===== config.mk =====
export PLATFORM = sky130hd
export DESIGN_NAME = fcs_top
export DESIGN_NICKNAME = d
export VERILOG_FILES = /design/src/hw/fcs_pkg.sv /design/src/hw/fcs_decode.sv /design/src/hw/fcs_top.sv
export SDC_FILE = /design/constraint.sdc
export NUM_CORES = 1
export LEC_CHECK = 0
export BUFFER_PORTS_ARGS = -buffer_cell sky130_fd_sc_hd__buf_4
export CAP_MARGIN = 30
export CORE_UTILIZATION = 50
export DETAILED_ROUTE_END_ITERATION = 10
export PLACE_DENSITY = 0.74
export SLEW_MARGIN = 20
export SYNTH_ARGS = -nofsm -noshare
export SYNTH_HDL_FRONTEND = slang
export SYNTH_SLANG_ARGS = --single-unit

===== constraint.sdc =====
create_clock -name core_clk_i -period 3.97 [get_ports core_clk_i]
set_input_delay 0.1985 -clock core_clk_i [delete_from_list [all_inputs] [get_ports core_clk_i]]
set_output_delay 0.1985 -clock core_clk_i [all_outputs]
set_load 0.05 [all_outputs]

===== src/hw/fcs_pkg.sv =====
/*
 package for the fifo channel select block: register map, field layout,
 encodings of channel codes and fill policies, and the carrier structs.
 assumes nothing beyond a systemverilog compiler.
*/
package fcs_pkg;
	// ==========================================================
	// register map
	localparam logic [7:0] ADDR_FIFO_SETUP   = 8'h28; // fifo setup register
	localparam logic [7:0] ADDR_FIFO_SAMPLES = 8'h29; // watermark low byte
	localparam logic [7:0] ADDR_TEMP_CFG     = 8'h3D; // temperature enable holder
	localparam logic [7:0] ADDR_CONV_CFG     = 8'h3C; // converter enable holder
	localparam logic [7:0] ADDR_STATUS       = 8'h2B; // own status register
	localparam logic [7:0] RST_FIFO_SETUP    = 8'h00;
	localparam logic [7:0] RST_FIFO_SAMPLES  = 8'h80;
	localparam logic [7:0] RST_ZERO          = 8'h00;

	// ==========================================================
	// field positions of the fifo setup register
	localparam int POL_LSB   = 0; // fill policy [1:0]
	localparam int WM_MSB_B  = 2; // watermark bit 8
	localparam int CHAN_LSB  = 3; // channel select [6:3]
	localparam int RSVD_B    = 7; // reserved bit
	localparam int EN_B      = 0; // enable bit in temp/conv holders

	// ==========================================================
	// channel codes
	localparam logic [3:0] CH_XYZ    = 4'h0;
	localparam logic [3:0] CH_X      = 4'h1;
	localparam logic [3:0] CH_Y      = 4'h2;
	localparam logic [3:0] CH_Z      = 4'h3;
	localparam logic [3:0] CH_XYZ_T  = 4'h4;
	localparam logic [3:0] CH_X_T    = 4'h5;
	localparam logic [3:0] CH_Y_T    = 4'h6;
	localparam logic [3:0] CH_Z_T    = 4'h7;
	localparam logic [3:0] CH_XYZ_A  = 4'h8;
	localparam logic [3:0] CH_X_A    = 4'h9;
	localparam logic [3:0] CH_Y_A    = 4'hA;
	localparam logic [3:0] CH_Z_A    = 4'hB;

	// fill policies
	typedef enum logic [1:0] {
		FCS_POL_OFF    = 2'h0, // disabled
		FCS_POL_OLDEST = 2'h1, // keep oldest, stop when full
		FCS_POL_STREAM = 2'h2, // drop oldest
		FCS_POL_TRIG   = 2'h3  // capture around an event
	} fcs_policy_e;

	// entry tags written beside each fifo word
	localparam logic [1:0] TAG_X   = 2'h0;
	localparam logic [1:0] TAG_Y   = 2'h1;
	localparam logic [1:0] TAG_Z   = 2'h2;
	localparam logic [1:0] TAG_AUX = 2'h3;

	localparam int SAMPLE_W = 14; // converter result width
	localparam int WM_W     = 9;  // watermark set count width

	// ==========================================================
	// carriers
	typedef struct packed {
		logic x;
		logic y;
		logic z;
		logic temp;
		logic conv;
	} fcs_chan_s;

	typedef struct packed {
		logic [SAMPLE_W-1:0] x;
		logic [SAMPLE_W-1:0] y;
		logic [SAMPLE_W-1:0] z;
		logic [SAMPLE_W-1:0] temp;
		logic [SAMPLE_W-1:0] conv;
	} fcs_set_s;

	typedef struct packed {
		logic                valid;
		logic [1:0]          tag;
		logic [SAMPLE_W-1:0] data;
	} fcs_entry_s;
endpackage


===== src/hw/fcs_decode.sv =====
/*
 channel code decoder: turns the four-bit channel select code and the
 temperature / converter enables into a set of channel enables.
 assumes the code is stable while conversions run.
*/
`timescale 1ns/10ps
module fcs_decode (
	input  wire logic [3:0]        code_i,     // channel select field
	input  wire logic              temp_en_i,  // temperature measurement enabled
	input  wire logic              conv_en_i,  // external converter enabled
	output fcs_pkg::fcs_chan_s     chan_o,     // decoded enables
	output logic                   illegal_o   // code is reserved
);
	// ==========================================================
	// decode
	// comb decode; reserved codes fall back to no channels so nothing is stored
	always_comb begin
		chan_o    = '0;
		illegal_o = 1'b0;
		unique case (code_i)
			fcs_pkg::CH_XYZ:   begin chan_o.x = 1'b1; chan_o.y = 1'b1; chan_o.z = 1'b1; end
			fcs_pkg::CH_X:     chan_o.x = 1'b1;
			fcs_pkg::CH_Y:     chan_o.y = 1'b1;
			fcs_pkg::CH_Z:     chan_o.z = 1'b1;
			fcs_pkg::CH_XYZ_T: begin chan_o.x = 1'b1; chan_o.y = 1'b1; chan_o.z = 1'b1; chan_o.temp = temp_en_i; end
			fcs_pkg::CH_X_T:   begin chan_o.x = 1'b1; chan_o.temp = temp_en_i; end
			fcs_pkg::CH_Y_T:   begin chan_o.y = 1'b1; chan_o.temp = temp_en_i; end
			fcs_pkg::CH_Z_T:   begin chan_o.z = 1'b1; chan_o.temp = temp_en_i; end
			fcs_pkg::CH_XYZ_A: begin chan_o.x = 1'b1; chan_o.y = 1'b1; chan_o.z = 1'b1; chan_o.conv = conv_en_i; end
			fcs_pkg::CH_X_A:   begin chan_o.x = 1'b1; chan_o.conv = conv_en_i; end
			fcs_pkg::CH_Y_A:   begin chan_o.y = 1'b1; chan_o.conv = conv_en_i; end
			fcs_pkg::CH_Z_A:   begin chan_o.z = 1'b1; chan_o.conv = conv_en_i; end
			default:           illegal_o = 1'b1; // reserved codes
		endcase
	end
endmodule


===== src/hw/fcs_top.sv =====
/*
 fifo channel select block: holds the fifo setup register and friends,
 decodes which channels are converted, and serialises each sample set into
 fifo entries in a fixed order.
 assumes one clock, synchronous inputs, and a fifo downstream that takes
 one entry per enabled cycle while its ready is high.
*/
// The address-and-strobe port was chosen for this implementation.
`timescale 1ns/10ps
module fcs_top (
	input  wire logic                 core_clk_i,     // block clock, 50 MHz
	input  wire logic                 sys_rst_i,      // synchronous reset, active high
	input  wire logic                 clk_en_i,       // freezes all state when low
	// register port
	input  wire logic [7:0]           reg_addr_i,     // register address
	input  wire logic [7:0]           reg_wdata_i,    // write data
	input  wire logic                 reg_wr_i,       // write strobe
	input  wire logic                 reg_rd_i,       // read strobe
	output logic      [7:0]           reg_rdata_o,    // read data, one cycle later
	// sample pipeline
	input  wire logic                 set_valid_i,    // a converted set is offered
	input  wire fcs_pkg::fcs_set_s    set_i,          // converted results
	output logic                      set_ready_o,    // set taken this cycle
	output fcs_pkg::fcs_chan_s        conv_en_o,      // channels to convert
	output fcs_pkg::fcs_policy_e      policy_o,       // fill policy to fifo logic
	output logic      [fcs_pkg::WM_W-1:0] watermark_o, // watermark, in sets
	output logic      [fcs_pkg::WM_W+1:0] wm_entries_o, // watermark, in entries
	// fifo write side
	output fcs_pkg::fcs_entry_s       entry_o,        // entry to fifo
	input  wire logic                 entry_ready_i   // fifo takes entry
);
	// ==========================================================
	// state
	typedef enum logic [1:0] {
		FCS_IDLE = 2'b01, // waiting for a set
		FCS_EMIT = 2'b10  // writing entries of the held set
	} fcs_state_e;

	typedef struct packed {
		logic [7:0]          setup;     // fifo setup register
		logic [7:0]          samples;   // watermark low byte
		logic [7:0]          temp_cfg;  // temperature enable holder
		logic [7:0]          conv_cfg;  // converter enable holder
		logic [7:0]          rdata;     // read data register
		fcs_state_e          state;     // serialiser state
		fcs_pkg::fcs_chan_s  pend;      // channels still to write
		fcs_pkg::fcs_set_s   held;      // captured set
		fcs_pkg::fcs_entry_s entry;     // entry on the fifo port
		logic                bad_code;  // sticky reserved code seen
		logic [7:0]          sets_done; // wrapping count of finished sets
	} fcs_regs_s;

	fcs_regs_s r;       // registered state
	fcs_regs_s next_r;  // next value

	fcs_pkg::fcs_chan_s chan;    // decoded enables
	logic               illegal; // reserved code present

	// ==========================================================
	// decoder
	fcs_decode u_decode (
		.code_i    (r.setup[fcs_pkg::CHAN_LSB +: 4]),
		.temp_en_i (r.temp_cfg[fcs_pkg::EN_B]),
		.conv_en_i (r.conv_cfg[fcs_pkg::EN_B]),
		.chan_o    (chan),
		.illegal_o (illegal)
	);

	// ==========================================================
	// helpers
	// count of enabled channels, used for watermark scaling
	function automatic logic [2:0] chan_count(input fcs_pkg::fcs_chan_s c);
		chan_count = 3'(c.x) + 3'(c.y) + 3'(c.z) + 3'(c.temp) + 3'(c.conv);
	endfunction

	// first channel still pending, in fixed write order
	function automatic logic [1:0] first_tag(input fcs_pkg::fcs_chan_s c);
		if (c.x) begin
			first_tag = fcs_pkg::TAG_X;
		end else if (c.y) begin
			first_tag = fcs_pkg::TAG_Y;
		end else if (c.z) begin
			first_tag = fcs_pkg::TAG_Z;
		end else begin
			first_tag = fcs_pkg::TAG_AUX;
		end
	endfunction

	// ==========================================================
	// next state
	// all state moves together; entry stands until the fifo takes it
	always_comb begin
		next_r = r;
		// register writes
		if (reg_wr_i) begin
			unique case (reg_addr_i)
				fcs_pkg::ADDR_FIFO_SETUP:   next_r.setup    = reg_wdata_i;
				fcs_pkg::ADDR_FIFO_SAMPLES: next_r.samples  = reg_wdata_i;
				fcs_pkg::ADDR_TEMP_CFG:     next_r.temp_cfg = reg_wdata_i;
				fcs_pkg::ADDR_CONV_CFG:     next_r.conv_cfg = reg_wdata_i;
				default:                    next_r.bad_code = r.bad_code; // unmapped writes ignored
			endcase
		end
		// reads: data stand one cycle only
		next_r.rdata = 8'h00;
		if (reg_rd_i) begin
			unique case (reg_addr_i)
				fcs_pkg::ADDR_FIFO_SETUP:   next_r.rdata = r.setup;
				fcs_pkg::ADDR_FIFO_SAMPLES: next_r.rdata = r.samples;
				fcs_pkg::ADDR_TEMP_CFG:     next_r.rdata = r.temp_cfg;
				fcs_pkg::ADDR_CONV_CFG:     next_r.rdata = r.conv_cfg;
				fcs_pkg::ADDR_STATUS:       next_r.rdata = {r.sets_done[6:0], r.bad_code};
				default:                    next_r.rdata = 8'h00; // unmapped reads zero
			endcase
		end
		// sticky reserved flag; reading status clears, a new hit wins
		if (reg_rd_i && reg_addr_i == fcs_pkg::ADDR_STATUS) begin
			next_r.bad_code = 1'b0;
		end
		if (illegal) begin
			next_r.bad_code = 1'b1;
		end
		// entry handshake: drop the valid once taken
		if (r.entry.valid && entry_ready_i) begin
			next_r.entry.valid = 1'b0;
		end
		// serialiser
		unique case (r.state)
			FCS_IDLE: begin
				// a disabled policy stores nothing
				if (set_valid_i && policy_o != fcs_pkg::FCS_POL_OFF && !illegal) begin
					next_r.held  = set_i;
					next_r.pend  = chan;
					next_r.state = FCS_EMIT;
				end
			end
			FCS_EMIT: begin
				// leave only once the last entry is taken, so a new set never overlaps a stalled one
				if (r.pend == '0 && (!r.entry.valid || entry_ready_i)) begin
					next_r.state     = FCS_IDLE;
					next_r.sets_done = r.sets_done + 8'h01;
				end else if (!r.entry.valid || entry_ready_i) begin
					// fixed order x, y, z then extra
					next_r.entry.valid = 1'b1;
					next_r.entry.tag   = first_tag(r.pend);
					unique case (first_tag(r.pend))
						fcs_pkg::TAG_X: begin
							next_r.entry.data = r.held.x;
							next_r.pend.x     = 1'b0;
						end
						fcs_pkg::TAG_Y: begin
							next_r.entry.data = r.held.y;
							next_r.pend.y     = 1'b0;
						end
						fcs_pkg::TAG_Z: begin
							next_r.entry.data = r.held.z;
							next_r.pend.z     = 1'b0;
						end
						fcs_pkg::TAG_AUX: begin
							// temperature ahead of converter; never both at once
							if (r.pend.temp) begin
								next_r.entry.data = r.held.temp;
								next_r.pend.temp  = 1'b0;
							end else begin
								next_r.entry.data = r.held.conv;
								next_r.pend.conv  = 1'b0;
							end
						end
					endcase
				end
			end
			default: next_r.state = FCS_IDLE; // recover from a broken code
		endcase
	end

	// ==========================================================
	// registers
	// synchronous reset to constants; clock enable freezes everything
	always_ff @(posedge core_clk_i) begin
		if (sys_rst_i) begin
			r          <= '0;
			r.setup    <= fcs_pkg::RST_FIFO_SETUP;
			r.samples  <= fcs_pkg::RST_FIFO_SAMPLES;
			r.temp_cfg <= fcs_pkg::RST_ZERO;
			r.conv_cfg <= fcs_pkg::RST_ZERO;
			r.state    <= FCS_IDLE;
		end else if (clk_en_i) begin
			r <= next_r;
		end
	end

	// ==========================================================
	// outputs
	assign reg_rdata_o  = r.rdata;
	assign entry_o      = r.entry;
	assign conv_en_o    = chan;
	assign policy_o     = fcs_pkg::fcs_policy_e'(r.setup[fcs_pkg::POL_LSB +: 2]);
	// ninth watermark bit sits in the setup register
	assign watermark_o  = {r.setup[fcs_pkg::WM_MSB_B], r.samples};
	// sets times entries per set; reserved bit plays no part here
	assign wm_entries_o = 11'(watermark_o * chan_count(chan));
	// a set is taken only in idle, with a live policy and legal code
	assign set_ready_o  = clk_en_i && r.state == FCS_IDLE && policy_o != fcs_pkg::FCS_POL_OFF && !illegal;
endmodule


==> metrics.cfg <==
[status]
status=complete, but fails checks
failed_checks=setup timing

[synthesis]
ys_ff_latch=142
synth.avg_cell_area_um2=8.067
yosysSeqAreaShare_pct=40.46
ys_async_sr_fraction_pct=0
synth.distinct_cells=47
synthesis.instances=871
synth_area_um2=7027
synthFlopType=dfxtp_1
synth-warning-count=0
synth_nets=986
synth_edf_count=0

[routing]
drt_iter0_drc=444
postRouteAntennaNets=0
dr.pass1.iters=5
drc_errors=0
wl_per_cell_um=15.31
vias_per_cell=5.351
wirelength_um=18020
via_count=6298

[global_route]
grt_max_degree=76
use_met1_pct=32.92
grt_pass1_vias=5792
grt_pass1_wl_um=28740
antenna_found_initial=0
grt_usage_pct=25.60
grt_overflow=0
use_met3_pct=5.236
grt_busiest_layer=met2
grtUsageMet2_pct=42.96

[pwr]
p_seq_share_pct=45.5
power.density_nw_per_um2=346.1
swShare_pct=20.89
pwr-share-comb_pct=4.3
switching_power_mw=0.6549
p_leak_nw=3.656
p_int_mw=2.480
clock_power_share_pct=50.2
ir_drop_mv=0.3136

[setup_path]
crit_required_ns=3.77
path_buf_inv=7
worstSetupPathType=reg2out
crit_family=adder cells
worst_setup_path_end_kind=output port
cp_cell_sequence=buf_6 > nor2_4 > fa_1 > inv_2 > fa_2 > inv_2 > ha_4 > nand2_2 > fa_1 > inv_1 > ha_2 > inv_2 > fa_2 > o21ai_2 > a41o_1 > buf_6 > nor2_4 > xnor2_4 > buf_6
crit_path_start_kind=flip-flop
cp.arrival_ns=4.14
cp_max_fo=8
crit_slowest_cell=fa_1
cp_slowest_stage_delay_ns=0.50

[floorplan]
dieArea_um2=14530
start_util_pct=52.23
ios=146
die_h_um=120.5
core_area_um2=13450
rows=42
die_w_um=120.5

[clocking]
clk_latency_ns=0.42
cts_max_path_buffers=2
cts_hold_buf=0
clockRootBuffer=clkbuf_16
clock_sinks=142
cts_tree=built
path_clk_slew_ns=0.06
cts-buffers-inserted=17
htreeDepth=4

[place]
dpl_worst_slack_ns=-0.4309
io_buffers=145
place_congestion=0.8167
dp_hpwl_um=12780

[sta]
worst_pin_slew_ns=0.9963
fin_crit_sh_pct=109.3
finalMaxSlewViolations=0
timing.fmax_ghz=0.2305
setup_violations=6
fin_crit_ns=4.338
layout_setup_ws_ns=-0.3685
skew_ns=0.007745
maxSlewHeadroom_pct=33.44
hold_viol=0
setup_tns_ns=-1.492
whs_ns=0.02299
rsz0062_at_grt=yes

[layout]
diodes=0
finalNetCount=1103
area_growth_pct=28.92
final_layout_size_suffix_gt1_share_pct=26.47

[hold_path]
hp-class=in2reg

[job]
max_cap_violations=0

cells in the final DEF (no fill, tap or decap), types with 4 or more instances in the layout:
| cell type | n |
|---|---|
| a22oi_1 | 12 |
| clkbuf_1 | 4 |
| mux2i_1 | 62 |
| and2_1 | 6 |
| nor2_1 | 47 |
| clkinv_2 | 5 |
| inv_1 | 22 |
| clkbuf_16 | 17 |
| a22o_1 | 14 |
| ha_1 | 6 |
| buf_6 | 9 |
| o21ai_0 | 46 |
| inv_2 | 7 |
| nand2b_1 | 9 |
| ha_4 | 5 |
| nor2b_1 | 7 |
| xnor2_1 | 7 |
| nand3_1 | 7 |
| a21oi_1 | 90 |
| a221o_1 | 4 |
| nand2_1 | 204 |
| fa_1 | 8 |
| o22ai_1 | 4 |
| nand2_2 | 6 |
| dfxtp_1 | 139 |
| xnor2_2 | 4 |
| buf_4 | 174 |
| nor3_1 | 7 |
flip-flops by register name, summed over array words and instances, names as in the netlist:
signal and cells:
watermark_o 9, reg_rdata_o 8, entry_o 17, policy_o 2, r 106
path summary, 6_finish.rpt:
path | slack [ns] | depth (start not counted) | to | startpoint
hold / removal | 0.02 | 3 | watermark_o[7] | reg_wdata_i[7]
hold reg to reg | 0.45 | 2 | r[73] | r[73]
setup reg to reg | 1.56 | 6 | entry_o[10] | r[98]
setup / recovery | -0.37 | 19 | wm_entries_o[8] | r[140]
metal layers:
metal | routed length [um] | vias up
met5 | 0 | -
met4 | 245 | 0
met3 | 1015 | 18
met2 | 8939 | 203
met1 | 7815 | 2940
li1 | - | 3137
power groups by stage:
stage               Clock, mW  Combinational [mW]  Sequential, mW
detailed placement          0               0.134            1.46
global placement            0               0.135            1.46
finish                   1.57               0.136            1.43
floorplan                   0              0.0451            1.46
global route             1.66               0.146            1.43
CTS                      1.59               0.135            1.43
cell usage after synthesis (7+ instances only):
master	count	area (um^2)
nand2_1	212	795.8
dfxtp_1	142	2843
a21oi_1	95	475.5
mux2i_1	62	620.6
nor2_1	51	191.4
o21ai_0	48	240.2
clkbuf_1	43	161.4
buf_4	37	277.8
inv_1	28	105.1
a22o_1	14	122.6
xnor2_1	13	113.9
a22oi_1	12	90.09
ha_1	12	150.1
nand2b_1	11	68.82
fa_1	10	200.2
nand3_1	8	40.04
nor3_1	8	40.04
nor2b_1	7	43.79
cell type report:
cell class | instances | area [um^2]
Tap cell | 176 | 220.2
Clock buffer | 21 | 440.4
Timing Repair Buffer | 184 | 1415
Sequential cell | 142 | 2851
Clock inverter | 11 | 141.4
Inverter | 29 | 108.9
Fill cell | 1167 | 4394
Multi-Input combinational cell | 614 | 3881
cell families (layout without fill, tap and decap cells):
family                   after synthesis  in the layout  share of synthesized area (%)
AO/OA/AOI/OAI                        195            195                          16.28
flip-flops                           142            142                          40.46
XOR/XNOR                              15             15                          1.870
buffers and inverters                115            245                          8.209
AND/OR/NAND/NOR                      320            320                          19.37
multiplexers                          62             62                          8.832
adder cells (fa/ha/maj)               22             22                          4.986
tightest hold or removal path, delay by kind of cell:
family | cells | cell delay, ns
simple gates | 2 | 0.11
buf+inv | 1 | 0.10
per-stage QoR:
stage	utilization, %	cell area [um^2]	std cells	power, mW
finish	67.34	9059	1177	3.135
global route	67.34	9059	1177	3.226
CTS	67.10	9027	1174	3.153
detailed placement	61.36	8254	1140	1.592
global placement	61.36	8254	1140	1.593
floorplan	-	7182	871	1.503
what timing repair did:
action,in CTS,in global routing
pin swaps,16,14
buffers inserted,3,2
endpoints found under the setup margin,8,8
resized for setup,41,3
(Power assumes the default switching activity.)
